## src/core/micro_support_params.svh

```systemverilog
// constants for the processor-support register bank
// assumes inclusion by the bank module only
`ifndef MICRO_SUPPORT_PARAMS_SVH
`define MICRO_SUPPORT_PARAMS_SVH
// ****************************************
// register offsets
// ****************************************
`define OFS_LIVE_FLAGS    8'h00
`define OFS_INPUT_MIRROR  8'h02
`define OFS_POWER_LINE    8'h12
`define OFS_CLAMP_FAULT   8'h13
`define OFS_LATCH_ONE     8'h2A
`define OFS_LATCH_TWO     8'h2B
`define OFS_LATCH_THREE   8'h2C
// ****************************************
// field positions
// ****************************************
`define BIT_MONITOR_FIVE  0
`define BIT_PWR_MIRROR    6
`define BIT_LINE_MIRROR   7
`define BIT_SOFT_PWR      1
`define BIT_SOFT_LINE     5
`define BIT_CLAMP_REL     2
`define BIT_FAULT_DRIVE   1
`define BIT_FAULT_CLEAR   0
// ****************************************
// reset values
// ****************************************
`define RST_POWER_LINE    8'h00
`define RST_CLAMP_FAULT   8'h00
`define RST_LATCH         8'h00
`endif

```

## src/core/micro_support_pkg.sv

```systemverilog
// types shared by the processor-support register bank
// assumes the params header sits beside it
package micro_support_pkg;
  // one register access from the serial bus engine
  typedef struct packed {
    logic       rd;
    logic       wr;
    logic [7:0] addr;
    logic [7:0] wdata;
  } reg_req_t;
  // fault sources feeding the three latched mirrors
  typedef struct packed {
    logic [7:0] status_one;
    logic [7:0] status_two;
    logic [7:0] status_three;
  } fault_src_t;
endpackage : micro_support_pkg

```

## src/core/micro_support_control_bits.sv

```systemverilog
// processor-support control and status bits of the supply controller
// assumes a serial bus engine on clk giving one-cycle rd/wr strobes;
// raw pins arrive asynchronously and are synchronised here
// Functional notes
// a latched flag clears on read unless its fault is still present then.
// software keeps re-reading latched flags until they read clear.
// the power-on request pin state reads at bit 6 of register 02h.
// bit 1 of register 12h drives internal power-on; zero turns it off.
// the power-on request pin can be sampled without reaching the debounce logic.
// software debounces the mirrored request and writes it to every controller.
// any fault asserts the alert output to call the processor.
// the line-sense input state reads at bit 7 of register 02h.
// bit 5 of register 12h drives the internal line-sense function.
// line-sense pass-through is configurable while sensing keeps working.
// bit 2 of register 13h releases the share clamp over the ramp release.
// bit 1 of register 13h drives the fault output pin directly.
// bit 0 of register 13h clears the fault output latch.
// a latching fault output stays set until power cycle or software clear.
// the monitor five flag reads at bit 0 of register 00h.
// latched bits set only on a rising edge of their source.
// writes to read-only bits are ignored; control bits read back as written.
`include "micro_support_params.svh"
module micro_support_control_bits (
  input  wire logic                          clk,
  input  wire logic                          rst,
  input  wire micro_support_pkg::reg_req_t   req,
  output logic [7:0]                         rdata,
  input  wire logic                          power_request_pin,
  input  wire logic                          line_sense_pin,
  input  wire logic                          power_pass_en,
  input  wire logic                          line_pass_en,
  input  wire logic [7:0]                    live_flags,
  input  wire micro_support_pkg::fault_src_t faults,
  input  wire logic                          fault_latching,
  input  wire logic                          ramp_release,
  input  wire logic                          power_cycle,
  output logic                               power_on_int,
  output logic                               line_sense_int,
  output logic                               power_request_debounce_in,
  output logic                               line_sense_pass,
  output logic                               share_clamp_release,
  output logic                               fault_output_pin,
  output logic                               alert
);
  import micro_support_pkg::*;

  // ****************************************
  // pin synchronisers
  // ****************************************
  logic [2:0] pwr_sync_reg;
  logic [2:0] line_sync_reg;
  logic       pwr_state_reg;
  logic       line_state_reg;

  // three stages; state moves only when the last two agree
  // one late flop alone can catch a slow pin edge half-way, so it never moves the state
  always_ff @(posedge clk) begin
    if (rst) begin
      pwr_sync_reg   <= 3'h0;
      line_sync_reg  <= 3'h0;
      pwr_state_reg  <= 1'b0;
      line_state_reg <= 1'b0;
    end else begin
      pwr_sync_reg  <= {pwr_sync_reg[1:0], power_request_pin};
      line_sync_reg <= {line_sync_reg[1:0], line_sense_pin};
      if (pwr_sync_reg[1] == pwr_sync_reg[2]) begin
        pwr_state_reg <= pwr_sync_reg[2];
      end
      if (line_sync_reg[1] == line_sync_reg[2]) begin
        line_state_reg <= line_sync_reg[2];
      end
    end
  end

  // ****************************************
  // control registers
  // ****************************************
  logic [7:0] power_line_reg;
  logic [7:0] clamp_fault_reg;
  logic       wr_power_line;
  logic       wr_clamp_fault;

  assign wr_power_line  = req.wr && (req.addr == `OFS_POWER_LINE);
  assign wr_clamp_fault = req.wr && (req.addr == `OFS_CLAMP_FAULT);

  // only control offsets store writes
  always_ff @(posedge clk) begin
    if (rst) begin
      power_line_reg  <= `RST_POWER_LINE;
      clamp_fault_reg <= `RST_CLAMP_FAULT;
    end else begin
      if (wr_power_line) begin
        power_line_reg <= req.wdata;
      end
      if (wr_clamp_fault) begin
        clamp_fault_reg <= req.wdata;
      end
    end
  end

  // ****************************************
  // latched fault mirrors
  // ****************************************
  logic [23:0] src_now;
  logic [23:0] src_prev_reg;
  logic [23:0] latch_reg;
  logic [2:0]  rd_latch;

  assign src_now  = {faults.status_one, faults.status_two, faults.status_three};
  assign rd_latch = {req.rd && (req.addr == `OFS_LATCH_ONE),
                     req.rd && (req.addr == `OFS_LATCH_TWO),
                     req.rd && (req.addr == `OFS_LATCH_THREE)};

  // previous source levels for edge detection
  always_ff @(posedge clk) begin
    if (rst) begin
      src_prev_reg <= 24'h000000;
    end else begin
      src_prev_reg <= src_now;
    end
  end

  // per bit: rising edge sets, read clears only once the fault is gone
  // an edge in the cycle of a read wins: losing a fault costs more than one extra read
  genvar gi;
  generate
    for (gi = 0; gi < 24; gi++) begin : g_latch
      always_ff @(posedge clk) begin
        if (rst) begin
          latch_reg[gi] <= 1'b0;
        // set on rising edge only
        end else if (src_now[gi] && !src_prev_reg[gi]) begin
          latch_reg[gi] <= 1'b1;
        // read-clear unless fault persists
        end else if (rd_latch[gi/8] && !src_now[gi]) begin
          latch_reg[gi] <= 1'b0;
        end
      end
    end
  endgenerate

  // ****************************************
  // fault output latch and alert
  // ****************************************
  logic fault_latch_reg;
  logic any_fault_edge;

  assign any_fault_edge = |(src_now & ~src_prev_reg);

  // latching mode holds until power cycle or software clear; a new edge wins
  always_ff @(posedge clk) begin
    if (rst) begin
      fault_latch_reg <= 1'b0;
    end else if (any_fault_edge) begin
      fault_latch_reg <= 1'b1;
    // software clear of the latch
    end else if (power_cycle || (wr_clamp_fault && req.wdata[`BIT_FAULT_CLEAR])) begin
      fault_latch_reg <= 1'b0;
    end else if (!fault_latching && !(|src_now)) begin
      fault_latch_reg <= 1'b0;
    end
  end

  // ****************************************
  // registered outputs
  // ****************************************
  always_ff @(posedge clk) begin
    if (rst) begin
      power_on_int              <= 1'b0;
      line_sense_int            <= 1'b0;
      power_request_debounce_in <= 1'b0;
      line_sense_pass           <= 1'b0;
      share_clamp_release       <= 1'b0;
      fault_output_pin          <= 1'b0;
      alert                     <= 1'b0;
    end else begin
      // soft power-on bit drives power-on
      power_on_int <= power_line_reg[`BIT_SOFT_PWR];
      // soft line-sense bit drives line function
      line_sense_int <= power_line_reg[`BIT_SOFT_LINE];
      // pin reaches debounce only when passed
      power_request_debounce_in <= power_pass_en & pwr_state_reg;
      // line pass-through gated, mirror unaffected
      line_sense_pass <= line_pass_en & line_state_reg;
      // software release overrides ramp release
      share_clamp_release <= ramp_release | clamp_fault_reg[`BIT_CLAMP_REL];
      // software drive of fault pin
      fault_output_pin <= fault_latch_reg | clamp_fault_reg[`BIT_FAULT_DRIVE];
      // any fault raises alert
      alert <= fault_latch_reg;
    end
  end

  // ****************************************
  // read mux
  // ****************************************
  logic [7:0] rdata_next;

  // unmapped offsets read zero
  always_comb begin
    rdata_next = 8'h00;
    case (req.addr)
      // live flags incl monitor five
      `OFS_LIVE_FLAGS:   rdata_next = live_flags;
      // request mirror at bit 6
      `OFS_INPUT_MIRROR: begin
        rdata_next[`BIT_PWR_MIRROR]  = pwr_state_reg;
        // line mirror at bit 7
        rdata_next[`BIT_LINE_MIRROR] = line_state_reg;
      end
      `OFS_POWER_LINE:   rdata_next = power_line_reg;
      `OFS_CLAMP_FAULT:  rdata_next = clamp_fault_reg;
      `OFS_LATCH_ONE:    rdata_next = latch_reg[23:16];
      `OFS_LATCH_TWO:    rdata_next = latch_reg[15:8];
      `OFS_LATCH_THREE:  rdata_next = latch_reg[7:0];
      default:           rdata_next = 8'h00;
    endcase
  end

  // read data lands one cycle after the strobe and holds
  always_ff @(posedge clk) begin
    if (rst) begin
      rdata <= 8'h00;
    end else if (req.rd) begin
      rdata <= rdata_next;
    end
  end

  // ****************************************
  // assertions
  // ****************************************
  // latched mirrors, soft control outputs, the request pass gate and the fault output latch
  a_read_clear: assert property (@(posedge clk) disable iff (rst)
    (req.rd && req.addr == `OFS_LATCH_ONE && !src_now[16]) |=> !latch_reg[16])
    else $error("latched bit not cleared by read");
  a_edge_set: assert property (@(posedge clk) disable iff (rst)
    $rose(src_now[0]) |=> latch_reg[0])
    else $error("latch missed rising edge");
  a_hold_fault: assert property (@(posedge clk) disable iff (rst)
    (latch_reg[8] && src_now[8]) |=> latch_reg[8])
    else $error("latch dropped while fault present");
  a_power_ctrl: assert property (@(posedge clk) disable iff (rst)
    (wr_power_line) |=> ##1 (power_on_int == $past(req.wdata[`BIT_SOFT_PWR], 2)))
    else $error("power-on not following control bit");
  a_line_ctrl: assert property (@(posedge clk) disable iff (rst)
    (wr_power_line) |=> ##1 (line_sense_int == $past(req.wdata[`BIT_SOFT_LINE], 2)))
    else $error("line sense not following control bit");
  a_pass_gate: assert property (@(posedge clk) disable iff (rst)
    !power_pass_en |=> !power_request_debounce_in)
    else $error("request passed while pass disabled");
  a_clamp_rel: assert property (@(posedge clk) disable iff (rst)
    clamp_fault_reg[`BIT_CLAMP_REL] |=> share_clamp_release)
    else $error("clamp not released by software");
  a_fault_drive: assert property (@(posedge clk) disable iff (rst)
    clamp_fault_reg[`BIT_FAULT_DRIVE] |=> fault_output_pin)
    else $error("fault pin not driven by software");
  a_soft_clear: assert property (@(posedge clk) disable iff (rst)
    (wr_clamp_fault && req.wdata[`BIT_FAULT_CLEAR] && !any_fault_edge) |=> ##1 !alert)
    else $error("software clear did not drop alert");
  a_alert_fault: assert property (@(posedge clk) disable iff (rst)
    any_fault_edge |=> ##1 alert)
    else $error("fault did not raise alert");
  a_read_two: assert property (@(posedge clk) disable iff (rst)
    (req.rd && req.addr == `OFS_LATCH_TWO && !src_now[8]) |=> !latch_reg[8])
    else $error("second mirror bit not cleared by read");

  // pin mirrors, pass-through gates and the live flags
  a_request_mirror: assert property (@(posedge clk) disable iff (rst)
    (req.rd && req.addr == `OFS_INPUT_MIRROR) |=> (rdata[`BIT_PWR_MIRROR] == $past(pwr_state_reg)))
    else $error("request mirror read wrong");
  a_line_mirror: assert property (@(posedge clk) disable iff (rst)
    (req.rd && req.addr == `OFS_INPUT_MIRROR) |=> (rdata[`BIT_LINE_MIRROR] == $past(line_state_reg)))
    else $error("line mirror read wrong");
  a_request_pass: assert property (@(posedge clk) disable iff (rst)
    (power_pass_en && pwr_state_reg) |=> power_request_debounce_in)
    else $error("request not passed while pass enabled");
  a_line_gate: assert property (@(posedge clk) disable iff (rst)
    !line_pass_en |=> !line_sense_pass)
    else $error("line sense passed while pass disabled");
  a_line_pass: assert property (@(posedge clk) disable iff (rst)
    (line_pass_en && line_state_reg) |=> line_sense_pass)
    else $error("line sense not passed while pass enabled");
  a_monitor_five: assert property (@(posedge clk) disable iff (rst)
    (req.rd && req.addr == `OFS_LIVE_FLAGS) |=> (rdata[`BIT_MONITOR_FIVE] == $past(live_flags[`BIT_MONITOR_FIVE])))
    else $error("monitor five flag read wrong");

  // stored control bits and the latching fault output
  a_ctrl_hold: assert property (@(posedge clk) disable iff (rst)
    (!wr_power_line && !wr_clamp_fault) |=> ($stable(power_line_reg) && $stable(clamp_fault_reg)))
    else $error("control register changed without a write");
  a_latch_hold: assert property (@(posedge clk) disable iff (rst)
    (fault_latching && fault_latch_reg && !power_cycle && !(wr_clamp_fault && req.wdata[`BIT_FAULT_CLEAR]))
    |=> fault_latch_reg)
    else $error("latching fault output dropped without a clear");
  a_alert_pin: assert property (@(posedge clk) disable iff (rst)
    alert |-> fault_output_pin)
    else $error("alert raised without the fault pin");

  // main scenarios reached at least once
  c_read_clear: cover property (@(posedge clk) disable iff (rst) $fell(latch_reg[0]));
  c_alert: cover property (@(posedge clk) disable iff (rst) $rose(alert));
  c_power_off: cover property (@(posedge clk) disable iff (rst) $fell(power_on_int));
  c_mirror_change: cover property (@(posedge clk) disable iff (rst) $changed(pwr_state_reg));
  c_drop_unlatched: cover property (@(posedge clk) disable iff (rst) !fault_latching && $fell(fault_latch_reg));
endmodule : micro_support_control_bits

```

## config.mk

```make
export PLATFORM = sky130hd
export DESIGN_NAME = micro_support_control_bits
export DESIGN_NICKNAME = d
export VERILOG_FILES = /design/src/core/micro_support_pkg.sv /design/src/core/micro_support_control_bits.sv
export VERILOG_INCLUDE_DIRS = /design/src /design/src/core
export SDC_FILE = /design/constraint.sdc
export NUM_CORES = 1
export LEC_CHECK = 0
export ABC_AREA = 1
export BUFFER_PORTS_ARGS = -buffer_cell sky130_fd_sc_hd__buf_2
export CAP_MARGIN = 0
export CELL_PAD_IN_SITES_DETAIL_PLACEMENT = 2
export CELL_PAD_IN_SITES_GLOBAL_PLACEMENT = 2
export CORE_MARGIN = 5
export CORE_UTILIZATION = 30
export DETAILED_ROUTE_END_ITERATION = 10
export PLACE_DENSITY_LB_ADDON = 0.08
export SLEW_MARGIN = 5
export SYNTH_ARGS = -nofsm -noshare
export SYNTH_HDL_FRONTEND = slang
export SYNTH_SLANG_ARGS = --single-unit
```

## constraint.sdc

```tcl
create_clock -name clk -period 1.3 [get_ports clk]
set_input_delay 0 -clock clk [delete_from_list [all_inputs] [get_ports clk]]
set_output_delay 0 -clock clk [all_outputs]
set_load 0.02 [all_outputs]
```

# After elaboration in Yosys (flattened, before gate mapping)
# Index checks and enable logic that the tools add are counted.
[totals]
regBits = 88
in_bits = 59
output_inout_bits = 15
word_cells = 241
[classes]
n_eq_ne = 8
mux = 53
bitwise = 6
reduce_logical = 134
[op_table]
columns = ["op", "count"]
rows = [
  ["$logic_and A1 B1 Y1", 55],
  ["$mux W1", 51],
  ["$logic_not A1 Y1", 50],
  ["$reduce_bool A2 Y1", 24],
  ["$reduce_or A24 Y1", 2],
  ["$pmux W6 S6", 1],
  ["$and A24 B24 Y24", 1],
  ["$eq A8 B6 Y1 const B", 3],
  ["$not A24 Y24", 1],
  ["$eq A8 B5 Y1 const B", 2],
  ["$pmux W2 S7", 1],
  ["$eq A8 B2 Y1 const B", 1],
  ["$logic_not A8 Y1", 1],
  ["$reduce_bool A3 Y1", 1],
  ["$and A1 B1 Y1", 2],
  ["$eq A1 B1 Y1", 2],
  ["$or A1 B1 Y1", 2],
  ["$logic_or A1 B1 Y1", 1],
]

# Longest topological paths before layout
# Gate-level depths: netlist of run 1.
[depth]
ltp_word = 6
ltp_mapped = 10
ltp_nobuf = 10

# Worst setup path before layout of run 1
# No wires, ideal clock.
[synth_timing]
path_type = "register -> register"
startpoint = "register src_prev_reg[13]"
endpoint = "register fault_latch_reg"
setup_ns = 0.065
arrival_time_ns = 0.854
required_ns = 1.235
slack_ns = 0.381
path_stages_with_launch = 7
n_path_buf = 0
synth_period_minus_slack_ns = 0.919
path_cell_list = "dfxtp_1 -> or2_2 -> nand4_1 -> nor2_1 -> nand3_1 -> nor2_1 -> nor2_1"
[synth_via]
elab_chain_len = 4
[synth_rtl]
columns = ["element", "line", "rtl"]
rows = [
  ["start, declared", "micro_support_control_bits.sv:105", "logic [23:0] src_prev_reg;"],
  ["start signal, assigned", "micro_support_control_bits.sv:119", "src_prev_reg <= src_now;"],
  ["$not A24 Y24 (*)", "micro_support_control_bits.sv:148", "assign any_fault_edge = |(src_now & ~src_prev_reg);"],
  ["$and A24 B24 Y24 (*)", "micro_support_control_bits.sv:148", ""],
  ["$reduce_or A24 Y1 (*)", "micro_support_control_bits.sv:148", ""],
  ["$reduce_bool A3 Y1 (no source line) / $mux W1 (equally long branches)", "n/a", ""],
  ["end signal, assigned", "micro_support_control_bits.sv:153", "fault_latch_reg <= 1'b0;"],
  ["end signal, assigned", "micro_support_control_bits.sv:155", "fault_latch_reg <= 1'b1;"],
  ["end signal, assigned", "micro_support_control_bits.sv:158", "fault_latch_reg <= 1'b0;"],
  ["end, declared", "micro_support_control_bits.sv:145", "logic fault_latch_reg;"],
]
# Mark *: on every way between the ends. The rest lies on a longest branch, timed or not.
# A chain may end at the register's enable or synchronous reset.

# Worst setup path in the final report of run 1
[layout_timing]
startpoint = "input faults[3] in the netlist's numbering"
endpoint = "register fault_latch_reg"
[layout_via]
elab_chain_len = 4
[layout_rtl]
columns = ["element", "line", "rtl"]
rows = [
  ["start, declared", "micro_support_control_bits.sv:33", "input wire micro_support_pkg::fault_src_t faults,"],
  ["$reduce_or A24 Y1", "micro_support_control_bits.sv:159", "end else if (!fault_latching && !(|src_now)) begin"],
  ["$logic_not A1 Y1", "micro_support_control_bits.sv:159", ""],
  ["$logic_and A1 B1 Y1", "micro_support_control_bits.sv:159", ""],
  ["$reduce_bool A3 Y1 (no source line)", "n/a", ""],
  ["end signal, assigned", "micro_support_control_bits.sv:155", ""],
  ["end signal, assigned", "micro_support_control_bits.sv:158", ""],
  ["end signal, assigned", "micro_support_control_bits.sv:160", "fault_latch_reg <= 1'b0;"],
]
# Several ways; a longest one is shown, not always the timed one.

==> results by group, run 1 <==
STA
  – Worst-margin pin slew: 0.5220 ns
  – Sum Neg Setup Slack: 0 ns
  – RSZ-0062 raised after global routing: false
  – Top achievable clock speed: 0.8202 GHz
  – Min cycle time layout: 1.219 ns
  – Clock Skews: 0.003096 ns
  – Final period utilization: 93.78%
  – Max-Slew Margin vs Limit: 65.16%
  – Endpoints failing hold: 0
  – Min Hold Slack: 0.01138 ns
  – Final setup violation count: 0
  – Final Max Tran Viols: 0

Power and ir drop
  – Sw Ratio: 23.28%
  – Lkg Pwr: 2.269 nW
  – Pint: 4.877 mW
  – Clock network fraction of total power: 44.8%
  – VDD IR max: 562.4 uV
  – Power Dens Cells: 1284 nW/um^2
  – Psw: 1.480 mW
  – Sequential share of power: 45.0%
  – Comb pwr share: 10.3%

Synthesis
  – Synth area leaders: dfxtp_1 (48%), nand2_1 (9.1%), inv_1 (7.7%), nor2_1 (7.6%), a21oi_1 (7.0%)
  – Top cell type's share of synthesized area: 47.99%
  – Synth Area in Compound Gates: 12.58%
  – Area leader, netlist: dfxtp_1
  – Mux cell area share after synthesis: 0%
  – Gate Count Post-Synth: 500
  – Dominant synthesized flop cell: dfxtp_1
  – Yosys Warn Count: 0
  – Mapped Area: 3671 sq um
  – Syn Nets: 559
  – Number of synthesized flops with an enable pin: 0
  – Synth unique cells: 24
  – Synth Area per Inst: 7.342 sq um
  – Simple logic cell fraction of the synthesized area: 30.03%
  – Post-synthesis register bit count: 88
  – Adder-Cell Fraction of Synth Area: 0%
  – Largest family of logic cells by synthesized area: simple AND/OR/NAND/NOR gates
  – Async S/R FF share, synth: 0%
  – Post-synthesis xor/xnor area fraction: 0%
  – Sequential share of the synthesized area: 47.99%

Floorplanning
  – Core area: 12010 sq um
  – Chip Width: 120.6 um
  – Die Area: 14550 sq um
  – I/O pin cnt: 74
  – Die Ht: 120.6 um
  – Initial Util: 30.56%
  – # rows: 40

Min path
  – Hold path depth: 3
  – Worst Hold Class: input port to flip-flop

Clocking
  – Clock root buffer: clkbuf_16
  – CTS tree: yes
  – Clk Latency, worst-skew pair: 0.34 ns
  – Cts bufs inserted: 9
  – Post-CTS Setup Repair Bufs: 0
  – Clk buf depth: 2
  – Clk sinks: 88
  – Htree depth: 3
  – Clk slew on worst S/H paths: 0.06 ns

Critical path
  – Crit path arrival time: 1.45 ns
  – Register-to-Register Path Depth: 6
  – Worst-path cell chain: dlygate4sd3_1 -> buf_2 -> inv_2 -> nand4_1 -> nor2_2 -> nand2_1 -> nor2_2 -> nor2_1 -> nor2_1 -> nor2_1
  – Reg2reg start: src_prev_reg[1]
  – Req. time, crit path: 1.53 ns
  – Setup crit start: faults[3]
  – Critical path endpoint category: flip-flop
  – Worst r2r dst: fault_latch_reg
  – Worst setup path endpoint: fault_latch_reg
  – Kind of critical path: input port to flip-flop
  – Worst setup SP type: input port
  – Crit-path max FO: 4
  – Worst path slowest cell: dlygate4sd3_1
  – Critical path's largest stage delay: 0.52 ns
  – CP dominant cell by count: nor2_1
  – R2r setup slk: 0.16 ns

Global routing
  – Initial antenna violation count: 0
  – Largest net degree at the start of global routing: 40
  – Total GRT Usage: 18.91%
  – First-pass GRT wire length: 21.13 mm
  – Vias in the first global route: 4037
  – Gr ovfl total: 0

Detailed routing
  – Post-route DRC: 0
  – DR vias: 3597
  – DRT iter0 DRCs: 119
  – Final WL: 12.96 mm
  – TritonRoute pass-1 iters: 4
  – Avg WL per Cell: 16.90 um
  – Detail-routed via count per cell: 4.690
  – DRT antenna net count: 0

Cells and area
  – Area growth, synth to finish: 34.83%
  – Post-layout util: 41.21%
  – Layout Nets: 675
  – Cell Count, Final, Fillers Out: 767
  – Proportion of layout cells with a drive suffix above 1: 24.52%
  – # diodes: 0
  – Most frequent cells in the layout: nand2_1 (88), dfxtp_1 (88), buf_2 (73)
  – Final Cell Area: 4950 sq um
  – Fillers: 1414

Placement
  – Hpwl dp: 9.418 mm
  – Dpl cells: 715
  – Dpl cell area: 4237 sq um
  – Gpl congestion: 0.7515
  – Number of port buffers: 73

Run
  – # Max-Cap Violations: 0

Status
  – Outcome: complete, no violations
[repair_timing]
item	4_1_cts	5_1_grt
hold endpoints to repair	44	0
hold buffers	37	0
setup endpoints to repair	0	1
gates resized for setup	0	11
[how the worst min path moves through the flow]
stage | start | endpoint
global route | req[4] | clamp_fault_reg[4]
finish | req[4] | clamp_fault_reg[4]
CTS | req[4] | clamp_fault_reg[4]
floorplan | line_sense_pin | line_sync_reg[0]
detailed placement | line_sense_pin | line_sync_reg[0]
global placement | line_sense_pin | line_sync_reg[0]
[per-layer routing]
metal / routed length, um / share of wire [%] / vias to the layer above / GRT usage (%)
met4: 236 / 1.8 / 0 / 6.941
met3: 458 / 3.5 / 18 / 2.760
met2: 6596 / 51 / 59 / 33.25
met5: 0 / 0 / - / 0
met1: 5671 / 44 / 1734 / 23.38
li1: - / - / 1786 / -
[power groups by stage]
stage	sequential, mW	combinational [mW]	clock (mW)
floorplan	2.92	0.305	0
global placement	2.92	0.538	0
detailed placement	2.92	0.559	0
CTS	2.86	0.654	2.92
global route	2.87	0.729	3.02
finish	2.86	0.652	2.84
[final cells by class]
type	instances	area [sq um]	share of cell area, %
clock buffers	12	256.5	5.182
clock inverters	3	65.06	1.314
inverters	77	289.0	5.839
multi-input cells	322	1585	32.03
flip-flops and latches	88	1762	35.59
well taps	147	183.9	3.716
repair buffers	118	808.3	16.33
[Yosys cell counts, types with 6 or more instances]
cell and instances:
nand2_1 89, nand2_2 6, or2_2 24, o21ai_1 10, nand3_1 13, a21oi_1 51, nand4_1 9, nor2_1 74
o22ai_1 9, inv_1 75, buf_2 6, clkbuf_1 6, dfxtp_1 88, o21ai_0 17
[stage by stage]
step	setup WS, ns	power, mW
after floorplan	0.3812	3.226
after global placement	0.05070	3.453
after detailed placement	-0.003831	3.480
after CTS	0.01620	6.431
after global routing	0.002181	6.623
final	0.08082	6.357
[kinds of logic after synthesis]
kind of cell,count (synthesis)
DFF,88
and+or+nand+nor,233
buffers and inverters,90
AOI/OAI and AO/OA,89
[critical path: cells and delay by family]
kind | cells | cell delay [ns]
buffers and inverters | 3 | 0.71
and+or+nand+nor | 7 | 0.72
Note: power is estimated with default switching activity, not from simulation.
==> run 2: changes to the inputs <==
--- a/config.mk
+++ b/config.mk
@@ -8,4 +8,5 @@
 export LEC_CHECK = 0
 export ABC_AREA = 1
+export ABC_CLOCK_PERIOD_IN_PS = 1300
 export BUFFER_PORTS_ARGS = -buffer_cell sky130_fd_sc_hd__buf_2
 export CAP_MARGIN = 0
==> constraint.sdc (replaced) <==
create_clock -name clk -period 1.3 [get_ports clk]
set_input_delay 0.195 -clock clk [delete_from_list [all_inputs] [get_ports clk]]
set_output_delay 0.195 -clock clk [all_outputs]
set_load 0.02 [all_outputs]
==> results by group, run 2 (synthesis results as in run 1) <==
Placement
  – Hpwl dp: 9.876 mm (+4.9%)
  – Number of port buffers: 73 (unchanged)
  – Dpl cells: 735 (+2.8%)
  – Gpl congestion: 0.7971 (+6.1%)
  – Dpl cell area: 4387 sq um (+3.5%)

Global routing
  – Vias in the first global route: 3888 (-3.7%)
  – First-pass GRT wire length: 20.31 mm (-3.9%)
  – Initial antenna violation count: 0 (unchanged)
  – Total GRT Usage: 18.27% (-0.63 points)
  – Gr ovfl total: 0 (unchanged)
  – Largest net degree at the start of global routing: 40 (unchanged)

Power and ir drop
  – VDD IR max: 720.9 uV (+28%)
  – Lkg Pwr: 2.196 nW (-3.2%)
  – Design Power: 6.023 mW (-5.3%)
  – Power Dens Cells: 1290 nW/um^2 (+0.46%)

Floorplanning
  – I/O pin cnt: 74 (unchanged)
  – Chip Width: 120.6 um (unchanged)
  – Initial Util: 30.56% (unchanged)
  – # rows: 40 (unchanged)
  – Die Area: 14550 sq um (unchanged)
  – Die Ht: 120.6 um (unchanged)
  – Core area: 12010 sq um (unchanged)

Detailed routing
  – Post-route DRC: 0 (unchanged)
  – TritonRoute pass-1 iters: 4 (unchanged)
  – Avg WL per Cell: 17.02 um (+0.70%)
  – Detail-routed via count per cell: 4.720 (+0.65%)
  – Final WL: 12.78 mm (-1.4%)
  – DRT antenna net count: 0 (unchanged)
  – DRT iter0 DRCs: 114 (-4.2%)
  – DR vias: 3545 (-1.4%)

Critical path
  – Crit path buf inv count: 1 (-2)
  – Critical path endpoint category: output port
  – Setup crit start: rdata[2]
  – Crit path arrival time: 0.93 ns (-0.52 ns)
  – Critical path's largest stage delay: 0.39 ns (-0.13 ns)
  – Reg2reg start: src_prev_reg[19]
  – Worst setup SP type: flip-flop
  – Kind of critical path: flip-flop to output port
  – Crit-path leading delay family: flip-flops
  – Worst path slowest cell: dfxtp_1
  – Crit-path max FO: 2 (-2)
  – Req. time, crit path: 1.11 ns (-0.42 ns)
  – Worst-path cell chain: buf_2

Cells and area
  – Cell Count, Final, Fillers Out: 751 (-2.1%)
  – Most frequent cells in the layout: nand2_1 (89), dfxtp_1 (88), inv_1 (75)
  – Proportion of layout cells with a drive suffix above 1: 26.66% (+2.1 points)
  – Final Cell Area: 4668 sq um (-5.7%)
  – Layout Nets: 658 (-2.5%)
  – Commonest non-fill, non-tap cell in the layout: nand2_1
  – Area growth, synth to finish: 27.16%
  – # diodes: 0 (unchanged)

Clocking
  – Clk Latency, worst-skew pair: 0.35 ns (about the same)
  – Clk buf depth: 2 (unchanged)
  – Post-CTS Setup Repair Bufs: 0 (unchanged)
  – Clk slew on worst S/H paths: 0.06 ns (about the same)
  – Clk sinks: 88 (unchanged)
  – CTS tree: yes
  – Htree depth: 3 (unchanged)
  – Hold-fix buffers at CTS: 0 (-100%)
  – Cts bufs inserted: 9 (unchanged)
  – Resize count post-CTS: 0 (unchanged)
  – Clock root buffer: clkbuf_16

STA
  – Max-Slew Margin vs Limit: 62.30% (-2.9 points)
  – Final period utilization: 86.71% (-7.1 points)
  – Sum Neg Setup Slack: 0 ns (unchanged)
  – Worst-margin pin slew: 0.5649 ns (+0.04291 ns)
  – Min cycle time layout: 1.127 ns (-0.09193 ns)
  – Top achievable clock speed: 0.8871 GHz (+8.2%)
  – Final Max Tran Viols: 0 (unchanged)
  – RSZ-0062 raised after global routing: false
  – Endpoints failing hold: 0 (unchanged)
  – Min Hold Slack: 0.05486 ns (+0.04348 ns)
  – Clock Skews: 0.01111 ns (+0.008014 ns)
  – Final setup violation count: 0 (unchanged)

Run
  – # Max-Cap Violations: 0 (unchanged)

Min path
  – HP Start: line_sense_pin
  – Worst Hold Class: input port to flip-flop

Status
  – Outcome: complete, no violations
## run 2: cell count changes in the layout (fill, tap and decap cells not counted), moves of 3 or more
cell	previous run	this run
nor2_2	7	4
inv_1	70	75
buf_4	7	27
nor2_1	71	74
dlygate4sd3_1	37	0
inv_2	7	2
## run 2: final cells by class
cell class              count  area (sq um)
fillers                  1464          7343
inverters                  77         289.0
well taps                 147         183.9
multi-input cells         322          1564
clock inverters             4         45.04
flip-flops and latches     88          1762
repair buffers            101         588.1
clock buffers              12         236.5
## run 2: through the flow
| stage | util (%) | setup WS (ns) |
|---|---|---|
| 2_1_floorplan | - | 0.2023 |
| 3_3_place_gp | 36.52 | -0.1038 |
| 3_5_place_dp | 36.52 | -0.1477 |
| 4_1_cts | 38.86 | 0.1570 |
| 5_1_grt | 38.86 | 0.09184 |
| 6_report | 38.86 | 0.1728 |
## run 2: final timing paths
kind              depth (start not counted)                to  slack [ns]
setup / recovery                          1          rdata[2]        0.17
hold / removal                            3  line_sync_reg[0]        0.05
setup reg to reg                          6   fault_latch_reg        0.22
hold reg to reg                           2  line_sync_reg[1]        0.40
## run 2: power by group
| part | switching, mW | leakage (nW) | internal [mW] |
|---|---|---|---|
| clock network | 1.09 | 0.140 | 1.48 |
| registers | 0.0457 | 0.726 | 2.82 |
| logic | 0.358 | 1.33 | 0.232 |
## run 2: metal layers
metal  vias up  GRT usage (%)  wire, um
met2        57          31.89      6421
met1      1717          22.48      5744
li1       1759              -         -
met4         0          5.241       159
met3        12          4.163       455
met5         -              0         0
==> run 3: changes to the inputs <==
--- a/config.mk
+++ b/config.mk
@@ -8,5 +8,5 @@
 export LEC_CHECK = 0
 export ABC_AREA = 1
-export ABC_CLOCK_PERIOD_IN_PS = 1300
+export ABC_CLOCK_PERIOD_IN_PS = 950
 export BUFFER_PORTS_ARGS = -buffer_cell sky130_fd_sc_hd__buf_2
 export CAP_MARGIN = 0
@@ -14,5 +14,5 @@
 export CELL_PAD_IN_SITES_GLOBAL_PLACEMENT = 2
 export CORE_MARGIN = 5
-export CORE_UTILIZATION = 30
+export CORE_UTILIZATION = 27
 export DETAILED_ROUTE_END_ITERATION = 10
 export PLACE_DENSITY_LB_ADDON = 0.08
==> constraint.sdc (replaced) <==
create_clock -name clk -period 0.95 [get_ports clk]
set_input_delay 0.095 -clock clk [delete_from_list [all_inputs] [get_ports clk]]
set_output_delay 0.095 -clock clk [all_outputs]
set_load 0.02 [all_outputs]
==> results by group, run 3 (synthesis results as in run 1) <==
Clocking
  – Clk sinks: 88 (unchanged)
  – Clk buf depth: 2 (unchanged)
  – Clk Latency, worst-skew pair: 0.35 ns (about the same)
  – Clk slew on worst S/H paths: 0.06 ns (about the same)
  – CTS tree: yes
  – Htree depth: 3 (unchanged)
  – Cts bufs inserted: 9 (unchanged)
  – Clock root buffer: clkbuf_16

STA
  – Clock Skews: 0.005025 ns (-0.006085 ns)
  – Max-Slew Margin vs Limit: 67.09% (+4.8 points)
  – Final setup violation count: 3 (+3)
  – Final Max Tran Viols: 0 (unchanged)
  – Final WS setup: -0.1030 ns (-0.2757 ns)
  – RSZ-0062 raised after global routing: true
  – Worst-margin pin slew: 0.4899 ns (-0.07502 ns)
  – Endpoints failing hold: 0 (unchanged)
  – Final period utilization: 110.8%
  – Min cycle time layout: 1.053 ns
  – Top achievable clock speed: 0.9497 GHz
  – Sum Neg Setup Slack: -0.1436 ns (-0.1436 ns)

Floorplanning
  – Die Area: 16030 sq um (+10%)
  – Die Ht: 126.6 um (+5.0%)
  – Chip Width: 126.6 um (+5.0%)
  – # rows: 42 (+5.0%)
  – I/O pin cnt: 74 (unchanged)
  – Core area: 13300 sq um (+11%)
  – Initial Util: 27.61% (-3.0 points)

Cells and area
  – # diodes: 0 (unchanged)
  – Area growth, synth to finish: 51.57%
  – Layout Nets: 711 (+8.1%)
  – Proportion of layout cells with a drive suffix above 1: 40.49% (+14 points)
  – Post-layout util: 41.85% (+3.0 points)
  – Commonest non-fill, non-tap cell in the layout: nand2_1
  – Most frequent cells in the layout: nand2_1 (77), buf_4 (76), dfxtp_1 (72)

Critical path
  – Worst-path cell chain: or2_4 -> nand4_1 -> nor2_1 -> nand3_1 -> nor2_1 -> nor2_1
  – Critical path's largest stage delay: 0.32 ns (-0.07 ns)
  – CP dominant cell by count: nor2_1
  – Crit path arrival time: 1.28 ns (+0.35 ns)
  – Worst setup SP type: flip-flop
  – Register-to-Register Path Depth: 6 (unchanged)
  – Req. time, crit path: 1.18 ns (+0.07 ns)
  – Worst path slowest cell: dfxtp_1
  – Kind of critical path: flip-flop to flip-flop
  – R2r setup slk: -0.10 ns (-0.32 ns)
  – Critical path endpoint category: flip-flop
  – Crit-path max FO: 2 (unchanged)

Power and ir drop
  – Psw: 2.187 mW (+47%)
  – Comb pwr share: 11.5% (+1.7 points)
  – Clock network fraction of total power: 46.9% (+4.3 points)
  – Pint: 7.272 mW (+60%)
  – Power Dens Cells: 1700 nW/um^2 (+32%)
  – VDD IR max: 1002 uV (+39%)
  – Sw Ratio: 23.12% (-1.6 points)
  – Sequential share of power: 41.6% (-6.0 points)
  – Lkg Pwr: 2.530 nW (+15%)

Global routing
  – Gr ovfl total: 0 (unchanged)
  – Largest net degree at the start of global routing: 40 (unchanged)
  – Total GRT Usage: 17.30% (-0.98 points)
  – Initial antenna violation count: 0 (unchanged)
  – Vias in the first global route: 4115 (+5.8%)
  – First-pass GRT wire length: 21.60 mm (+6.4%)

Detailed routing
  – Detail-routed via count per cell: 4.595 (-2.6%)
  – Post-route DRC: 0 (unchanged)
  – TritonRoute pass-1 iters: 4 (unchanged)
  – Avg WL per Cell: 16.97 um (-0.30%)
  – DRT antenna net count: 0 (unchanged)
  – Final WL: 14.13 mm (+11%)
  – DRT iter0 DRCs: 114 (unchanged)
  – DR vias: 3828 (+8.0%)

Placement
  – Number of port buffers: 73 (unchanged)
  – Gpl congestion: 0.7849 (-1.5%)
  – Hpwl dp: 10.30 mm (+4.3%)

Min path
  – Worst Hold Class: input port to flip-flop
  – Hold path depth: 3 (unchanged)

Status
  – Failing checks: setup timing
  – Outcome: finished, violations left

Run
  – # Max-Cap Violations: 0 (unchanged)
## run 3: cell types whose count changed in the layout (fill, tap and decap cells not counted), moves of 7 or more
cell / delta
dfxtp_2: +14
nand2_2: +7
buf_4: +49
dlygate4sd3_1: +8
dfxtp_1: -16
or2_2: -8
nand2_1: -12
a21oi_2: +10
buf_6: +7
a21oi_1: -10
buf_2: -12
or2_4: +8
## run 3: layout make-up
type                    instances  area, sq um
fillers                      1549         7731
multi-input cells             322         1813
flip-flops and latches         88         1787
repair buffers                154         1070
inverters                      77        304.0
clock buffers                  11        242.7
well taps                     176        220.2
clock inverters                 5        127.6
## run 3: layer usage
| metal | vias to the layer above | part of all wire [%] | global-route usage, % |
|---|---|---|---|
| li1 | 1871 | - | - |
| met1 | 1889 | 43 | 20.48 |
| met2 | 55 | 53 | 31.94 |
| met3 | 13 | 2.5 | 2.564 |
| met4 | 0 | 1.4 | 5.489 |
| met5 | - | 0 | 0 |
## run 3: critical path, delay by kind of cell, from the launching register on
family           cells  cell delay, ns
and+or+nand+nor      6            0.60
DFF                  1            0.32
## run 3: repair_timing
action                     4_1_cts  5_1_grt
setup endpoints to repair       19       37
hold endpoints to repair         8        0
pin swaps                        5       45
hold buffers                     8        0
resized for setup               30       71
setup buffers                    4        8
## run 3: through the flow
| stage | cells | area [sq um] | hold WS (ns) | power [mW] | worst slack, ns |
|---|---|---|---|---|---|
| after floorplan | 500 | 3701 | 0.2020 | 4.425 | 0.005679 |
| after global placement | 797 | 4698 | 0.2935 | 4.906 | -0.3367 |
| after detailed placement | 797 | 4698 | 0.3188 | 4.954 | -0.3791 |
| after CTS | 825 | 5251 | 0.004659 | 9.491 | -0.1209 |
| after global routing | 833 | 5564 | 0.02664 | 9.845 | -0.1958 |
| final | 833 | 5564 | 0.01336 | 9.459 | -0.1030 |
## run 3: worst paths after layout
check	startpoint	to
setup / recovery	src_prev_reg[16]	fault_latch_reg
hold / removal	faults[2]	src_prev_reg[2]
setup reg to reg	src_prev_reg[16]	fault_latch_reg
hold reg to reg	pwr_sync_reg[0]	pwr_sync_reg[1]
## run 3: power by group through the flow
stage / Combinational [mW] / Sequential, mW / Clock [mW]
after floorplan: 0.427 / 4.00 / 0
after global placement: 0.913 / 3.99 / 0
after detailed placement: 0.952 / 4.00 / 0
after CTS: 1.02 / 3.93 / 4.55
after global routing: 1.20 / 3.94 / 4.70
final: 1.09 / 3.93 / 4.44
